===== src/verilog/gfhf_pkg.sv =====
/*
  Shared constants for the core header framer: header layout, check
  polynomial, scrambling word, length limits and state encodings.
  Assumes one octet-wide data path clocked by clk_sys_i.
*/
package gfhf_pkg;
  localparam int          GFHF_HDR_OCTETS    = 4;            // Core header length
  localparam logic [15:0] GFHF_CRC_POLY      = 16'h1021;     // x16+x12+x5+1
  localparam logic [15:0] GFHF_CRC_INIT      = 16'h0000;     // Zero preset
  localparam logic [31:0] GFHF_HDR_SCRAMBLE  = 32'hb6ab31e0; // DC balance word
  localparam logic [15:0] GFHF_MIN_AREA      = 16'h0004;     // Smallest user payload area
  localparam logic [15:0] GFHF_CTRL_MAX      = 16'h0003;     // Highest control length
  localparam logic [15:0] GFHF_DEF_MAX_AREA  = 16'hffff;     // Default size limit
  localparam logic [15:0] GFHF_REC_MIN_AREA  = 16'h0640;     // 1600 octets to be accepted

  typedef enum logic [1:0] {
    GFHF_TX_HDR  = 2'b00,
    GFHF_TX_PAY  = 2'b01
  } gfhf_tx_state_t;

  typedef enum logic [1:0] {
    GFHF_RX_HDR  = 2'b00,
    GFHF_RX_PAY  = 2'b01
  } gfhf_rx_state_t;

  // Serial CRC-16 over one octet, MSB first
  function automatic logic [15:0] gfhf_crc8(input logic [15:0] crc, input logic [7:0] d);
    logic [15:0] c;
    c = crc;
    for (int i = 7; i >= 0; i--)
    begin
      c = (c[15] ^ d[i]) ? ({c[14:0], 1'b0} ^ GFHF_CRC_POLY) : {c[14:0], 1'b0};
    end
    return c;
  endfunction : gfhf_crc8
endpackage : gfhf_pkg

===== src/verilog/gfhf_framer.sv =====
/*
  Core header framer: transmit builds a 4-octet scrambled header per
  frame and inserts idle frames; receive descrambles, checks, corrects
  and tracks frame boundaries. Assumes the receiver is already aligned
  to a header boundary (delineation hunting lives elsewhere).
*/
//
// Overview of operation
// Fields are most significant octet first; bit 1 is the MSB.
// Octets leave and arrive most significant octet and bit first.
// A frame is octet aligned: core header then payload area.
// The core header is exactly four octets: length then check.
// The length field counts payload area octets after the header.
// Lengths 0..3 are control frames, never ordinary user frames.
// Transmit check is CRC-16 over the two length octets only.
// Receive check corrects single-bit errors and detects multi-bit errors.
// Payload area length is between 4 and 65535 octets.
// Payload area is payload header, payload field, optional check.
// Receiver accepts payload areas of at least 1600 octets.
// Maximum payload area size is a setting agreed by both ends.
// Check uses x16+x12+x5+1, zero preset, length times x16.
// Header octets are XORed with B6AB31E0 on send and receive.
// Idle frame is an all-zero header, sent when nothing waits.
// Next header starts exactly length octets after the header.
// Flag uncorrectable header errors and oversize lengths.
`timescale 1ns/100ps
module gfhf_framer #(
  parameter logic [15:0] MAX_AREA = gfhf_pkg::GFHF_DEF_MAX_AREA
) (
  // Clock and reset
  input  wire logic        clk_sys_i,
  input  wire logic        rst_i,
  // Client payload area stream, length given with the first octet
  input  wire logic        tx_valid_i,
  input  wire logic [7:0]  tx_data_i,
  input  wire logic [15:0] tx_len_i,
  input  wire logic        tx_ctrl_i,
  output logic             tx_ready_o,
  // Transport octet stream out
  output logic [7:0]       line_data_o,
  output logic             line_sof_o,
  output logic             line_idle_o,
  // Transport octet stream in, one octet per clock
  input  wire logic        line_valid_i,
  input  wire logic [7:0]  line_data_i,
  // Received payload area stream
  output logic             rx_valid_o,
  output logic [7:0]       rx_data_o,
  output logic             rx_sof_o,
  output logic [15:0]      rx_len_o,
  output logic             rx_ctrl_o,
  output logic             rx_corrected_o,
  output logic             rx_err_o
);
  import gfhf_pkg::*;

  // Transmit state
  gfhf_tx_state_t tx_state_r;
  logic [1:0]     tx_hidx_r;
  logic [31:0]    tx_hdr_r;
  logic [15:0]    tx_left_r;
  logic           tx_len_ok;
  logic [15:0]    tx_chk;
  logic           tx_idle;
  logic [31:0]    tx_hdr_nxt;

  // Lengths 0..3 only when marked control, and within the limit
  assign tx_len_ok = tx_ctrl_i ? (tx_len_i <= GFHF_CTRL_MAX)
                               : (tx_len_i >= GFHF_MIN_AREA && tx_len_i <= MAX_AREA);
  // Check over the two length octets only, MSB first
  assign tx_chk = gfhf_crc8(gfhf_crc8(GFHF_CRC_INIT, tx_len_i[15:8]), tx_len_i[7:0]);
  // Idle header unless a legal, non-empty frame waits at header start
  assign tx_idle    = !(tx_valid_i && tx_len_ok && tx_len_i != 16'h0000);
  // Header word as it leaves, scrambled for DC balance
  assign tx_hdr_nxt = (tx_idle ? 32'h0000_0000 : {tx_len_i, tx_chk}) ^ GFHF_HDR_SCRAMBLE;

  // Header then payload area; idle header when nothing waits
  always_ff @(posedge clk_sys_i or posedge rst_i)
  begin
    if (rst_i)
    begin
      tx_state_r  <= GFHF_TX_HDR;
      tx_hidx_r   <= 2'b00;
      tx_hdr_r    <= 32'h0000_0000;
      tx_left_r   <= 16'h0000;
      line_data_o <= 8'h00;
      line_sof_o  <= 1'b0;
      line_idle_o <= 1'b0;
    end
    else
    begin
      line_sof_o <= 1'b0;
      case (tx_state_r)
        GFHF_TX_HDR:
        begin
          if (tx_hidx_r == 2'b00)
          begin
            tx_hdr_r    <= tx_hdr_nxt;
            tx_left_r   <= tx_idle ? 16'h0000 : tx_len_i;
            line_data_o <= tx_hdr_nxt[31:24];
            line_sof_o  <= 1'b1;
            line_idle_o <= tx_idle;
          end
          else
          begin
            line_data_o <= tx_hdr_r[31 - 8 * tx_hidx_r -: 8];
          end
          tx_hidx_r <= tx_hidx_r + 2'd1;
          if (tx_hidx_r == 2'(GFHF_HDR_OCTETS - 1) && tx_left_r != 16'h0000)
          begin
            tx_state_r <= GFHF_TX_PAY;
          end
        end
        GFHF_TX_PAY:
        begin
          line_data_o <= tx_data_i;
          line_idle_o <= 1'b0;
          tx_left_r   <= tx_left_r - 16'h0001;
          if (tx_left_r == 16'h0001)
          begin
            tx_state_r <= GFHF_TX_HDR;
          end
        end
        default:
        begin
          tx_state_r <= GFHF_TX_HDR;
        end
      endcase
    end
  end

  // Client octet taken each payload cycle
  always_ff @(posedge clk_sys_i or posedge rst_i)
  begin
    if (rst_i)
      tx_ready_o <= 1'b0;
    else
      tx_ready_o <= (tx_state_r == GFHF_TX_HDR && tx_hidx_r == 2'(GFHF_HDR_OCTETS - 1) && tx_left_r != 16'h0000)
                 || (tx_state_r == GFHF_TX_PAY && tx_left_r != 16'h0001);
  end

  // Receive state
  gfhf_rx_state_t rx_state_r;
  logic [1:0]     rx_hidx_r;
  logic [23:0]    rx_shift_r;
  logic [15:0]    rx_left_r;
  logic [31:0]    rx_hdr;
  logic [15:0]    chk_len;
  logic           chk_ok;
  logic           chk_fix;
  logic           chk_bad;

  // Descramble the assembled header before the check
  assign rx_hdr = {rx_shift_r, line_data_i} ^ GFHF_HDR_SCRAMBLE;

  gfhf_hdr_check u_check (
    .hdr_i       (rx_hdr),
    .len_o       (chk_len),
    .ok_o        (chk_ok),
    .corrected_o (chk_fix),
    .bad_o       (chk_bad)
  );

  // Assemble header, then count the payload area to the next header
  always_ff @(posedge clk_sys_i or posedge rst_i)
  begin
    if (rst_i)
    begin
      rx_state_r     <= GFHF_RX_HDR;
      rx_hidx_r      <= 2'b00;
      rx_shift_r     <= 24'h00_0000;
      rx_left_r      <= 16'h0000;
      rx_valid_o     <= 1'b0;
      rx_data_o      <= 8'h00;
      rx_sof_o       <= 1'b0;
      rx_len_o       <= 16'h0000;
      rx_ctrl_o      <= 1'b0;
      rx_corrected_o <= 1'b0;
      rx_err_o       <= 1'b0;
    end
    else
    begin
      rx_valid_o     <= 1'b0;
      rx_sof_o       <= 1'b0;
      rx_corrected_o <= 1'b0;
      rx_err_o       <= 1'b0;
      if (line_valid_i)
      begin
        case (rx_state_r)
          GFHF_RX_HDR:
          begin
            rx_shift_r <= {rx_shift_r[15:0], line_data_i};
            rx_hidx_r  <= rx_hidx_r + 2'd1;
            if (rx_hidx_r == 2'(GFHF_HDR_OCTETS - 1))
            begin
              rx_len_o       <= chk_len;
              rx_ctrl_o      <= chk_ok && chk_len <= GFHF_CTRL_MAX;
              rx_corrected_o <= chk_fix;
              rx_err_o       <= chk_bad || (chk_ok && chk_len > MAX_AREA);
              if (chk_ok && chk_len != 16'h0000 && chk_len <= MAX_AREA)
              begin
                rx_left_r  <= chk_len;
                rx_state_r <= GFHF_RX_PAY;
                rx_sof_o   <= 1'b1;
              end
            end
          end
          GFHF_RX_PAY:
          begin
            rx_valid_o <= 1'b1;
            rx_data_o  <= line_data_i;
            rx_left_r  <= rx_left_r - 16'h0001;
            if (rx_left_r == 16'h0001)
            begin
              rx_state_r <= GFHF_RX_HDR;
            end
          end
          default:
          begin
            rx_state_r <= GFHF_RX_HDR;
          end
        endcase
      end
    end
  end
endmodule : gfhf_framer


===== src/verilog/gfhf_hdr_check.sv =====
/*
  Combinational core header check: syndrome of the received 32-bit
  header, single-bit correction and multi-bit detection.
  Assumes the header word is already descrambled.
*/
`timescale 1ns/100ps
module gfhf_hdr_check (
  // Descrambled header, length in [31:16]
  input  wire logic [31:0] hdr_i,
  // Results
  output logic      [15:0] len_o,
  output logic             ok_o,
  output logic             corrected_o,
  output logic             bad_o
);
  import gfhf_pkg::*;

  logic [15:0] syn;
  logic [15:0] col_syn [32];

  // Syndrome of header: remainder of length times x16 xor check
  always_comb
  begin
    syn = gfhf_crc8(gfhf_crc8(GFHF_CRC_INIT, hdr_i[31:24]), hdr_i[23:16]) ^ hdr_i[15:0];
  end

  // Syndrome of each single-bit error pattern
  always_comb
  begin
    for (int b = 0; b < 32; b++)
    begin
      logic [31:0] e;
      e = 32'h0000_0000;
      e[b] = 1'b1;
      col_syn[b] = gfhf_crc8(gfhf_crc8(GFHF_CRC_INIT, e[31:24]), e[23:16]) ^ e[15:0];
    end
  end

  // Match the syndrome to one bit and flip it
  always_comb
  begin
    logic [31:0] fixed;
    logic        hit;
    fixed = hdr_i;
    hit   = 1'b0;
    for (int b = 0; b < 32; b++)
    begin
      if (syn != 16'h0000 && syn == col_syn[b])
      begin
        fixed[b] = ~hdr_i[b];
        hit      = 1'b1;
      end
    end
    len_o       = fixed[31:16];
    ok_o        = (syn == 16'h0000) || hit;
    corrected_o = hit;
    bad_o       = (syn != 16'h0000) && !hit;
  end
endmodule : gfhf_hdr_check


===== config.mk =====
export PLATFORM = sky130hd
export DESIGN_NAME = gfhf_framer
export DESIGN_NICKNAME = d
export VERILOG_FILES = /design/src/verilog/gfhf_pkg.sv /design/src/verilog/gfhf_framer.sv /design/src/verilog/gfhf_hdr_check.sv
export SDC_FILE = /design/constraint.sdc
export NUM_CORES = 1
export LEC_CHECK = 0
export ABC_AREA = 0
export BUFFER_PORTS_ARGS = -buffer_cell sky130_fd_sc_hd__clkbuf_2
export CAP_MARGIN = 10
export CORE_UTILIZATION = 67
export CTS_BUF_LIST = sky130_fd_sc_hd__clkbuf_8
export CTS_CLUSTER_DIAMETER = 30
export DETAILED_ROUTE_END_ITERATION = 16
export PLACE_DENSITY = 0.95
export SYNTH_ARGS = -nofsm -noshare
export SYNTH_HDL_FRONTEND = slang
export SYNTH_SLANG_ARGS = --single-unit

===== constraint.sdc =====
create_clock -name clk_sys_i -period 12.3 [get_ports clk_sys_i]
set_clock_uncertainty 0.1 [all_clocks]
set_input_delay 1.23 -clock clk_sys_i [delete_from_list [all_inputs] [get_ports clk_sys_i]]
set_output_delay 1.23 -clock clk_sys_i [all_outputs]
set_load 0.005 [all_outputs]

After elaboration in Yosys (flattened, before gate mapping)
Index checks and enable logic that the tools add are counted.

word-level totals
  bits of input ports = 37
  bits in registers = 136
  word-level logic and storage cells = 335

operators by class
  shifts and indexed selects = 1
  equal/unequal tests = 45
  add/sub/neg operators = 5
  reduce and logical (&&, ||, !) cells = 67
  mux-type cells = 113
  bitwise operators = 79
  $lt $le $gt $ge = 6

operator list
  kind                                                                               number
  13-bit two-way mux                                                                 32
  3-bit inverter                                                                     30
  16-bit equality test, second input constant                                        5
  16-bit by 13-bit equality test with 1-bit output, second input constant            4
  16-bit by 14-bit equality test with 1-bit output, second input constant            4
  16-bit by 15-bit equality test with 1-bit output, second input constant            4
  1-bit two-way mux                                                                  64
  16-bit two-way mux                                                                 4
  16-bit case mux with 2 select lines                                                2
  16-bit nonzero test                                                                4
  16-bit by 1-bit equality test with 1-bit output, second input constant             3
  1-bit logical AND                                                                  44
  39-bit by 33-bit indexed part select with 8-bit output                             1
  16-bit by 10-bit equality test with 1-bit output, second input constant            2
  16-bit by 11-bit equality test with 1-bit output, second input constant            2
  16-bit by 12-bit equality test with 1-bit output, second input constant            2
  16-bit less-or-equal comparator, second input constant                             2
  16-bit by 2-bit less-or-equal comparator with 1-bit output, second input constant  2
  32-bit two-way mux                                                                 1
  16-bit inverter                                                                    2
  16-bit by 1-bit subtractor with 16-bit output, second input constant               2
  1-bit XOR                                                                          24
  16-bit by 2-bit equality test with 1-bit output, second input constant             1
  16-bit by 3-bit equality test with 1-bit output, second input constant             1
  30 further kinds                                                                   74

Logic depth before layout (Yosys ltp)
Gate-level depths: netlist (run 1).

  depth after elaboration = 74
  mapped depth = 15
  gate-level depth less buffers = 11

Modules after synthesis
From an unflattened synthesis (run 1), not the netlist that was laid out.

second synthesis, totals
  cell total of the unflattened synthesis = 861
  area total of the unflattened synthesis = 8475.6 µm²

modules (own cells, without submodules)
  module          seq. area each (µm²)  cells each  instances  area an instance (µm²)
  gfhf_framer     3353.2                629         1          6506.2
  gfhf_hdr_check  0.0                   232         1          1969.4

Least setup slack after synthesis (run 1)
Ideal clock, no wire load.

  path type = input to register
  from = input line_data_i[0]
  to = register rx_left_r[2]
  library setup time = 0.121 ns
  path buffers = 1
  arrival time = 4.597 ns
  stages on the path = 12
  slack = 7.481 ns
  cell sequence = xnor3_1 > xnor2_1 > nand3_1 > or4_1 > o31a_1 > a211oi_1 > nand4_1 > or4b_4 > a41oi_4 > buf_6 > a21oi_1 > o22a_1

between the ends
  cells in the longest elaborated chain, start to end = 40
  elaborated cells between the ends (all ways) = 125
  classes of those cells = order compare (1); eq/ne (33); mux (51); bitwise (1); reduce/logical (39)

RTL lines
  item                                                                                    line                  source
  from (decl)                                                                             gfhf_framer.sv:45     input wire logic [7:0] line_data_i,
  16-bit XOR (*)                                                                          gfhf_hdr_check.sv:24  syn = gfhf_crc8(gfhf_crc8(GFHF_CRC_INIT, hdr_i[31:24]), hdr_i[23:16]) ^ hdr_i[15:0];
  16-bit by 1-bit equality test with 1-bit output or 16-bit nonzero test (tied branches)  gfhf_hdr_check.sv:48  if (syn != 16'h0000 && syn == col_syn[b])
  1-bit logical AND                                                                       gfhf_hdr_check.sv:48
  1-bit two-way mux (32 in a row)                                                         gfhf_hdr_check.sv:48
  1-bit logical OR                                                                        gfhf_hdr_check.sv:55  ok_o = (syn == 16'h0000) || hit;
  1-bit logical AND (2 in a row)                                                          gfhf_framer.sv:200    if (chk_ok && chk_len != 16'h0000 && chk_len <= MAX_AREA)
  2-bit inequality test (no line)                                                         --
  4-bit AND reduction (no line)                                                           --
  to (signal assigned)                                                                    gfhf_framer.sv:202    rx_left_r <= chk_len;
  to (signal assigned)                                                                    gfhf_framer.sv:212    rx_left_r <= rx_left_r - 16'h0001;
  to (decl)                                                                               gfhf_framer.sv:146    logic [15:0] rx_left_r;

Every way passes the cells marked *; elsewhere a longest branch is shown, timed or not. The select of a mux whose other input is x is not followed.
A chain may end at the register's enable or synchronous reset.

Worst setup path after layout (run 1)
  from = register rx_shift_r[21]
  to = register rx_left_r[5]

between the ends
  cells in the longest elaborated chain, start to end = 57
  elaborated cells between the ends (all ways) = 152
  classes of those cells = order compare (1); eq/ne (33); mux (65); bitwise (14); reduce/logical (39)

RTL lines
  item                                                                                    line                  source
  from (decl)                                                                             gfhf_framer.sv:145    logic [23:0] rx_shift_r;
  from (signal assigned)                                                                  gfhf_framer.sv:192    rx_shift_r <= {rx_shift_r[15:0], line_data_i};
  16-bit inverter (no line) (*)                                                           --
  1-bit XOR                                                                               gfhf_pkg.sv:32        c = (c[15] ^ d[i]) ? ({c[14:0], 1'b0} ^ GFHF_CRC_POLY) : {c[14:0], 1'b0};
  13-bit two-way mux (5 in a row)                                                         gfhf_pkg.sv:32
  3-bit inverter (no line)                                                                --
  13-bit two-way mux (7 in a row)                                                         gfhf_pkg.sv:32
  3-bit inverter (no line)                                                                --
  13-bit two-way mux                                                                      gfhf_pkg.sv:32
  16-bit XOR                                                                              gfhf_hdr_check.sv:24
  16-bit by 1-bit equality test with 1-bit output or 16-bit nonzero test (tied branches)  gfhf_hdr_check.sv:48
  1-bit logical AND                                                                       gfhf_hdr_check.sv:48
  1-bit two-way mux (32 in a row)                                                         gfhf_hdr_check.sv:48
  1-bit logical OR                                                                        gfhf_hdr_check.sv:55
  1-bit logical AND (2 in a row)                                                          gfhf_framer.sv:200
  2-bit inequality test (no line)                                                         --
  4-bit AND reduction (no line)                                                           --

Marks and branches as above.

==> results of run 1 <==
==> worst reg2reg max path, delay by kind of cell (launching register included) <==
kind / cells / cell delay (ps)
AOI/OAI and AO/OA: 6 / 2430
DFF: 1 / 680
and+or+nand+nor: 3 / 870
xor gates and xnor gates: 2 / 1160
==> metrics by stage <==
step,worst slack [ps],instances,area (um2)
floorplan,7390,920,8880
global placement,6690,1123,9330
detailed placement,6670,1123,9330
CTS,7130,1154,9840
global route,6680,1154,9840
finish,6940,1154,9840
==> state kept, by name (all words and copies together), names as in the netlist <==
| signal | flops |
|---|---|
| line_idle_o | 1 |
| rx_len_o | 16 |
| rx_sof_o | 1 |
| rx_data_o | 8 |
| rx_left_r | 16 |
| tx_ready_o | 1 |
| rx_shift_r | 24 |
| rx_state_r | 1 |
| tx_state_r | 1 |
| line_sof_o | 1 |
| rx_hidx_r | 2 |
| rx_corrected_o | 1 |
| line_data_o | 8 |
| rx_valid_o | 1 |
| tx_hdr_r | 32 |
| tx_hidx_r | 2 |
| rx_err_o | 1 |
| tx_left_r | 16 |
| rx_ctrl_o | 1 |
==> cell type report <==
class / count / area (um2) / share of cell area (%)
clock buffer: 19 / 262 / 2.66
clock inverter: 12 / 248 / 2.52
inverter: 19 / 76.3 / 0.776
tap: 172 / 215 / 2.19
multi-input combinational: 711 / 5220 / 53.1
timing repair buffer: 87 / 463 / 4.70
sequential: 134 / 3350 / 34.1
==> layout by cell type, fill, tap and decap left out, drive strengths merged, types with 11 or more instances in the layout <==
| cell type | Yosys | layout |
|---|---|---|
| a311oi | 13 | 13 |
| clkbuf | 42 | 95 |
| buf | 14 | 11 |
| nor2 | 59 | 59 |
| o21ai | 54 | 54 |
| xnor2 | 75 | 75 |
| mux2 | 36 | 36 |
| a31oi | 22 | 22 |
| xor2 | 35 | 35 |
| dfrtp | 134 | 134 |
| nand2 | 88 | 88 |
| o31ai | 14 | 14 |
| inv | 19 | 22 |
| xnor3 | 12 | 12 |
| or3 | 14 | 14 |
| nand4 | 27 | 27 |
| a211oi | 11 | 11 |
| nand3 | 40 | 40 |
| nor3 | 24 | 24 |
| nor4 | 27 | 27 |
| a21oi | 30 | 30 |
==> how the worst max path moves through the flow <==
stage,depth (start not counted),startpoint,slack (ps),end
CTS,11,rx_shift_r[21],7130,rx_left_r[5]
floorplan,1,rst_i,7390,line_data_o[0]
global placement,12,line_data_i[0],6690,rx_left_r[5]
detailed placement,12,line_data_i[0],6670,rx_left_r[5]
global route,11,rx_shift_r[21],6680,rx_left_r[2]
finish,11,rx_shift_r[21],6940,rx_left_r[5]
==> cell families (layout without fill, tap and decap cells) <==
logic type                 count (synthesis)  after routing
and+or+nand+nor                          326            326
AOI/OAI and AO/OA                        200            200
DFF                                      134            134
xor gates and xnor gates                 128            128
buffers and inverters                     75            137
muxes                                     50             50
adders and majority gates                  7              7
==> cells in the mapped netlist, types with 6 or more instances <==
cell type | instances | area, um2
xnor2_1 | 70 | 613
or3_1 | 14 | 87.6
xor3_1 | 6 | 143
a2111oi_0 | 6 | 52.6
a21oi_1 | 30 | 150
o211ai_1 | 8 | 60.1
a311oi_1 | 13 | 114
a31oi_1 | 22 | 138
xor2_1 | 33 | 289
a211oi_1 | 11 | 82.6
mux4_2 | 8 | 180
nand2_1 | 88 | 330
nor3_1 | 23 | 115
nor2b_1 | 10 | 62.6
a221o_1 | 8 | 80.1
nand2b_1 | 6 | 37.5
inv_1 | 19 | 71.3
clkbuf_1 | 42 | 158
and2_1 | 9 | 56.3
o31ai_1 | 14 | 105
o21ai_0 | 52 | 260
dfrtp_1 | 134 | 3350
buf_2 | 6 | 30.0
mux2i_1 | 6 | 60.1
nor2_1 | 59 | 221
xnor3_1 | 9 | 203
nand4_1 | 27 | 169
nor4_1 | 26 | 163
mux2_2 | 36 | 405
nand3_1 | 40 | 200
ha_1 | 7 | 87.6
==> metal layers <==
metal | vias up | part of all wire [%]
li1 | 3510 | -
met1 | 3968 | 39
met2 | 700 | 45
met3 | 141 | 12
met4 | 0 | 4.1
met5 | - | 0
==> run_summary.xml, run 1 <==
<?xml version="1.0" encoding="UTF-8"?>
<metrics>
  <group name="clock_tree">
    <metric name="clock_insertion_delay_worst_skew" unit="ps">460</metric>
    <metric name="holdBufCountCts" unit="">0</metric>
    <metric name="post_cts.resized_instances" unit="">0</metric>
    <metric name="clk_pin_slew" unit="ps">90</metric>
    <metric name="sink_count" unit="">134</metric>
    <metric name="cts.root.buffer_cell" unit="">clkbuf_8</metric>
    <metric name="cts_buffer_count" unit="">17</metric>
    <metric name="clock_path_buffers" unit="">2</metric>
    <metric name="number_of_setup_buffers_added_after_cts" unit="">0</metric>
    <metric name="tritoncts" unit="">built</metric>
    <metric name="cts-htree-levels" unit="">4</metric>
  </group>
  <group name="synth">
    <metric name="synthesis.area_per_instance" unit="um2">9.66</metric>
    <metric name="synthFlopType" unit="">dfrtp_1</metric>
    <metric name="synth-edff-count" unit="">0</metric>
    <metric name="synth_xor_xnor_area_share" unit="%">16.3</metric>
    <metric name="arithmetic_cell_share_of_the_synthesized_area_counting_full_adders_half_adders_and_majority_gates" unit="%">0.986</metric>
    <metric name="ys_async_rst_share" unit="%">100</metric>
    <metric name="portion_of_the_post_synthesis_area_used_by_sequential_elements" unit="%">37.7</metric>
    <metric name="syn-instance-count" unit="">920</metric>
    <metric name="synth.area.mux_share" unit="%">7.27</metric>
    <metric name="synth_top_family_by_area" unit="">simple AND/OR/NAND/NOR gates</metric>
    <metric name="ys_ff_latch" unit="">134</metric>
    <metric name="synth.yosys.warnings" unit="">0</metric>
    <metric name="mappedNetlistNets" unit="">964</metric>
    <metric name="mappedNetlistArea" unit="um2">8880</metric>
    <metric name="synth_simple_gate_area_share" unit="%">18.6</metric>
    <metric name="synthDistinctLibCells" unit="">72</metric>
    <metric name="post_synthesis_compound_gate_area_fraction" unit="%">15.5</metric>
  </group>
  <group name="global_routing">
    <metric name="largest_net_degree_at_the_start_of_global_routing" unit="">72</metric>
    <metric name="grt_antenna_before_repair" unit="">0</metric>
    <metric name="grt_pass1_wl" unit="um">43200</metric>
    <metric name="grt_use_met2" unit="%">65.1</metric>
    <metric name="use_met1" unit="%">57.2</metric>
    <metric name="gr-usage-all-layers" unit="%">43.0</metric>
    <metric name="grt_overflow_total" unit="">0</metric>
    <metric name="grt_use_met3" unit="%">11.4</metric>
    <metric name="grt.busiest_layer" unit="">met2</metric>
    <metric name="grt_pass1_vias" unit="">7840</metric>
  </group>
  <group name="finish">
    <metric name="n_antenna_cell" unit="">0</metric>
    <metric name="fillCellCount" unit="">801</metric>
    <metric name="nNetsFinal" unit="">1014</metric>
    <metric name="final_layout_size_suffix_gt1_share" unit="%">18.6</metric>
    <metric name="syn_to_final_growth" unit="%">10.7</metric>
    <metric name="final_core_utilization" unit="%">77.0</metric>
  </group>
  <group name="route">
    <metric name="route.vias.total" unit="">8319</metric>
    <metric name="drc_errors" unit="">0</metric>
    <metric name="detail-route-antenna-nets" unit="">0</metric>
    <metric name="routed_wire_length_per_instance" unit="um">24.7</metric>
    <metric name="first_pass_iters" unit="">5</metric>
    <metric name="route.final.wire_length" unit="um">28500</metric>
    <metric name="avgViaCountPerCell" unit="">7.21</metric>
    <metric name="drt_iter0_markers" unit="">1202</metric>
  </group>
  <group name="floorplanning">
    <metric name="start_util" unit="%">69.6</metric>
    <metric name="design.core.area" unit="um2">12800</metric>
    <metric name="ports" unit="">77</metric>
    <metric name="die_area" unit="um2">13700</metric>
    <metric name="std_cell_rows" unit="">41</metric>
    <metric name="die_h" unit="um">117</metric>
    <metric name="chipWidth" unit="um">117</metric>
  </group>
  <group name="critical_path">
    <metric name="ff_to_ff_path_depth" unit="">11</metric>
    <metric name="critical_path_required" unit="ps">12540</metric>
    <metric name="critical_path.endpoint_type" unit="">flip-flop</metric>
    <metric name="timing.critical_path.max_delay_family" unit="">compound AO/OA/AOI/OAI gates</metric>
    <metric name="timing.setup.critical_path_class" unit="">flip-flop to flip-flop</metric>
    <metric name="slowest_delay" unit="ps">970</metric>
    <metric name="crit_arrival" unit="ps">5600</metric>
    <metric name="reg2reg_setup_slack" unit="ps">6940</metric>
    <metric name="crit_path_top_delay_cell" unit="">a2111oi_0</metric>
    <metric name="crit_path_cell_trace" unit="">xnor3_1, xor2_1, nand2_1, a2111oi_0, a31oi_1, a211oi_1, nand4_1, or4b_4, a41oi_4, a21oi_1, o2bb2a_2</metric>
    <metric name="r2r_start" unit="">rx_shift_r[21]</metric>
    <metric name="worst_r2r_endpoint" unit="">rx_left_r[5]</metric>
    <metric name="timing.critical_path.buf_inv" unit="">0</metric>
    <metric name="setup.worst_path.start_class" unit="">flip-flop</metric>
    <metric name="path_max_fanout" unit="">15</metric>
  </group>
  <group name="sta">
    <metric name="max_freq" unit="MHz">186</metric>
    <metric name="timing.slew.headroom" unit="%">20.0</metric>
    <metric name="grt_setup_unrepaired" unit="">false</metric>
    <metric name="actual_slew_at_the_worst_max_slew_pin" unit="ps">1190</metric>
    <metric name="timing_hold_violations_final" unit="">0</metric>
    <metric name="sum_of_negative_setup_slack" unit="ps">0</metric>
    <metric name="hold_slack" unit="ps">380</metric>
    <metric name="setup_viol" unit="">0</metric>
    <metric name="layout_min_cycle_time" unit="ps">5360</metric>
    <metric name="drv_slew" unit="">0</metric>
    <metric name="final_min_period_over_clock_period" unit="%">43.6</metric>
  </group>
  <group name="worst_hold_path">
    <metric name="hold_path_depth" unit="">2</metric>
    <metric name="timing.hold.worst_endpoint" unit="">rx_len_o[9]</metric>
    <metric name="min_path_type" unit="">flip-flop to flip-flop</metric>
    <metric name="worstHoldStart" unit="">rx_len_o[9]</metric>
  </group>
  <group name="placement">
    <metric name="globalplace.congestion" unit="">1.02</metric>
    <metric name="io_buffers" unit="">76</metric>
    <metric name="hpwl_reported_at_the_end_of_detailed_placement" unit="um">19900</metric>
  </group>
  <group name="flow_run">
    <metric name="max_capacitance_violation_count" unit="">0</metric>
  </group>
  <group name="outcome">
    <metric name="outcome" unit="">completed</metric>
  </group>
</metrics>
Power of run 1 is not shown: default switching activity piles up to over one toggle a cycle in this logic, so the estimate is an artifact.
==> run 2, diff against run 1 <==
ABC_AREA = 1   (was 0)
CORE_UTILIZATION = 62   (was 67)
PLACE_DENSITY = 0.9   (was 0.95)
clock period = 5.4 ns   (was 12.3 ns; I/O delays follow)
==> run_summary.xml, run 2 <==
<?xml version="1.0" encoding="UTF-8"?>
<metrics>
  <group name="outcome">
    <metric name="outcome" unit="">completed</metric>
  </group>
  <group name="synth">
    <metric name="ys_async_rst_share" unit="%">100</metric>
    <metric name="synthesis.area_per_instance" unit="um2">6.87</metric>
    <metric name="synth_largest_area_cell" unit="">dfrtp_1</metric>
    <metric name="ys_ff_latch" unit="">134</metric>
    <metric name="synth.most_common_cell" unit="">nand2_1</metric>
    <metric name="synthFlopType" unit="">dfrtp_1</metric>
    <metric name="syn-instance-count" unit="">1278</metric>
    <metric name="netlist.area_leader.share" unit="%">38.2</metric>
    <metric name="mappedNetlistArea" unit="um2">8780</metric>
    <metric name="portion_of_the_post_synthesis_area_used_by_sequential_elements" unit="%">38.2</metric>
    <metric name="yosys-top-cells-count" unit="">394 x nand2_1, 144 x nor2_1, 134 x dfrtp_1</metric>
    <metric name="synth.yosys.warnings" unit="">0</metric>
    <metric name="netlist_top_cells_area" unit="">dfrtp_1 38%, nand2_1 17%, nand3_1 6.5%</metric>
    <metric name="mappedNetlistNets" unit="">1322</metric>
    <metric name="synth-edff-count" unit="">0</metric>
    <metric name="synthDistinctLibCells" unit="">44</metric>
  </group>
  <group name="critical_path">
    <metric name="crit_arrival" unit="ps">3970</metric>
    <metric name="setup.worst_path.start_class" unit="">flip-flop</metric>
    <metric name="timing.setup.critical_path_class" unit="">flip-flop to flip-flop</metric>
    <metric name="critical_path_required" unit="ps">5660</metric>
    <metric name="critical_path.endpoint_type" unit="">flip-flop</metric>
    <metric name="path_max_fanout" unit="">17</metric>
  </group>
  <group name="finish">
    <metric name="layout_top_registers" unit="">tx_hdr_r (32), rx_shift_r (24)</metric>
    <metric name="nNetsFinal" unit="">1384</metric>
    <metric name="layout.cells.most_common_list" unit="">394 x nand2_1, 144 x nor2_1, 134 x dfrtp_1</metric>
    <metric name="final_layout_size_suffix_gt1_share" unit="%">14.0</metric>
    <metric name="n_antenna_cell" unit="">0</metric>
    <metric name="register_with_the_most_flip_flops" unit="">tx_hdr_r</metric>
    <metric name="largest_register_ffs" unit="">32</metric>
    <metric name="most_frequent_standard_cell_in_the_layout_excluding_fill_and_tap_cells" unit="">nand2_1</metric>
    <metric name="syn_to_final_growth" unit="%">10.1</metric>
  </group>
  <group name="placement">
    <metric name="globalplace.congestion" unit="">1.00</metric>
    <metric name="io_buffers" unit="">76</metric>
    <metric name="hpwl_reported_at_the_end_of_detailed_placement" unit="um">19000</metric>
  </group>
  <group name="global_routing">
    <metric name="grt_antenna_before_repair" unit="">0</metric>
    <metric name="grt_pass1_vias" unit="">8384</metric>
    <metric name="grt_pass1_wl" unit="um">40800</metric>
    <metric name="gr-usage-all-layers" unit="%">36.2</metric>
    <metric name="largest_net_degree_at_the_start_of_global_routing" unit="">86</metric>
    <metric name="grt_overflow_total" unit="">0</metric>
  </group>
  <group name="clock_tree">
    <metric name="number_of_setup_buffers_added_after_cts" unit="">0</metric>
    <metric name="clk_pin_slew" unit="ps">90</metric>
    <metric name="tritoncts" unit="">built</metric>
    <metric name="clock_insertion_delay_worst_skew" unit="ps">470</metric>
    <metric name="cts_buffer_count" unit="">17</metric>
    <metric name="cts-htree-levels" unit="">4</metric>
    <metric name="post_cts.resized_instances" unit="">0</metric>
    <metric name="holdBufCountCts" unit="">0</metric>
    <metric name="sink_count" unit="">134</metric>
    <metric name="clock_path_buffers" unit="">2</metric>
    <metric name="cts.root.buffer_cell" unit="">clkbuf_8</metric>
  </group>
  <group name="sta">
    <metric name="drv_slew" unit="">0</metric>
    <metric name="final_min_period_over_clock_period" unit="%">68.8</metric>
    <metric name="sum_of_negative_setup_slack" unit="ps">0</metric>
    <metric name="grt_setup_unrepaired" unit="">false</metric>
    <metric name="layout_min_cycle_time" unit="ps">3720</metric>
    <metric name="timing.slew.headroom" unit="%">22.2</metric>
    <metric name="setup_viol" unit="">0</metric>
    <metric name="timing_hold_violations_final" unit="">0</metric>
    <metric name="actual_slew_at_the_worst_max_slew_pin" unit="ps">1160</metric>
    <metric name="max_freq" unit="MHz">269</metric>
  </group>
  <group name="floorplanning">
    <metric name="design.core.area" unit="um2">13800</metric>
    <metric name="ports" unit="">77</metric>
    <metric name="die_area" unit="um2">14600</metric>
    <metric name="start_util" unit="%">63.5</metric>
    <metric name="chipWidth" unit="um">121</metric>
    <metric name="die_h" unit="um">121</metric>
    <metric name="std_cell_rows" unit="">43</metric>
  </group>
  <group name="route">
    <metric name="drt_iter0_markers" unit="">986</metric>
    <metric name="detail-route-antenna-nets" unit="">0</metric>
    <metric name="drc_errors" unit="">0</metric>
    <metric name="routed_wire_length_per_instance" unit="um">16.4</metric>
    <metric name="route.vias.total" unit="">8946</metric>
    <metric name="avgViaCountPerCell" unit="">5.84</metric>
    <metric name="route.final.wire_length" unit="um">25100</metric>
    <metric name="first_pass_iters" unit="">5</metric>
  </group>
  <group name="pwr">
    <metric name="p_leak" unit="nW">5.01</metric>
    <metric name="powerDensity" unit="nW/um2">450</metric>
    <metric name="power" unit="mW">4.35</metric>
    <metric name="max-vdd-ir-drop" unit="uV">289</metric>
  </group>
  <group name="worst_hold_path">
    <metric name="min_path_type" unit="">input pin to asynchronous set/reset pin</metric>
  </group>
  <group name="flow_run">
    <metric name="max_capacitance_violation_count" unit="">0</metric>
  </group>
</metrics>
run 2: changes by cell type in the layout (fill, tap and decap cells not counted), moves of 32 or more:
cell	delta
nor2_1	+86
inv_1	+91
nand2_2	+32
xnor2_1	-50
nand3_1	+74
o21ai_0	+59
mux2_2	-35
nand2_1	+306
run 2: layer usage:
layer	track usage, %	up-vias	wire (um)
met5	0	-	0
met4	18.0	0	1030
met3	7.10	90	2090
met2	59.3	503	12100
met1	45.5	4100	9910
li1	-	4253	-
run 2: worst paths after layout:
path | start | end | slack (ps) | cells after the start
setup / recovery | rx_shift_r[23] | rx_left_r[13] | 1680 | 23
hold / removal | rst_i | line_data_o[6] | 100 | 2
setup reg to reg | rx_shift_r[23] | rx_left_r[13] | 1680 | 23
hold reg to reg | rx_len_o[14] | rx_len_o[14] | 390 | 2
max in group asynchronous | rst_i | rx_shift_r[2] | 3990 | 3
min in group clk_sys_i | tx_data_i[0] | line_data_o[0] | 180 | 3
run 2: cells by family (layout without fill, tap and decap cells):
| logic type | Yosys count | after routing | synth area share (%) |
|---|---|---|---|
| compound gates | 168 | 168 | 10.6 |
| xor+xnor | 48 | 48 | 4.79 |
| fa+ha+maj | 7 | 7 | 0.998 |
| buf+inv | 164 | 239 | 7.45 |
| flops | 134 | 134 | 38.2 |
| mux | 2 | 2 | 0.242 |
| simple gates | 755 | 755 | 37.8 |
run 2: layout make-up:
class	count	area [um2]
Clock buffer	17	234
Clock inverter	15	189
Fill cell	1119	4160
Inverter	127	487
Multi-Input combinational cell	980	4770
Sequential cell	134	3350
Tap cell	180	225
Timing Repair Buffer	80	410
run 2: power breakdown:
part / internal (mW) / total (mW) / switching (mW)
Combinational: 0.650 / 1.86 / 1.21
Sequential: 1.32 / 1.60 / 0.284
Clock: 0.429 / 0.886 / 0.456
Total: 2.40 / 4.35 / 1.95
run 2: through the flow:
step / setup slack [ps] / area [um2] / hold WS, ps / cells / util, %
floorplan: 1180 / 8780 / 344 / 1278 / -
global placement: 1930 / 9250 / 364 / 1501 / 66.9
detailed placement: 1840 / 9250 / 365 / 1501 / 66.9
CTS: 1830 / 9670 / 115 / 1533 / 69.9
global route: 1410 / 9670 / 160 / 1533 / 69.9
finish: 1680 / 9670 / 99.7 / 1533 / 69.9
run 2: critical path: stages (launching register included):
cell and delay, ps:
dfrtp_1 620, nand2_1 170, nand2_1 140, nand2_1 70, nand2_1 90, nand2_2 110, nand2_2 160, nand2_2 100
nand2_2 110, nand2_1 170, inv_2 100, nand2_1 50, nor2_1 250, nand2_1 140, nand2_1 90, nand2_1 150
nor2_1 130, nand2_1 70, nor2_2 110, nand2_2 70, nand3_4 200, nand2_4 180, nand2_1 150, nand2_1 70
(Power assumes the default switching activity.)
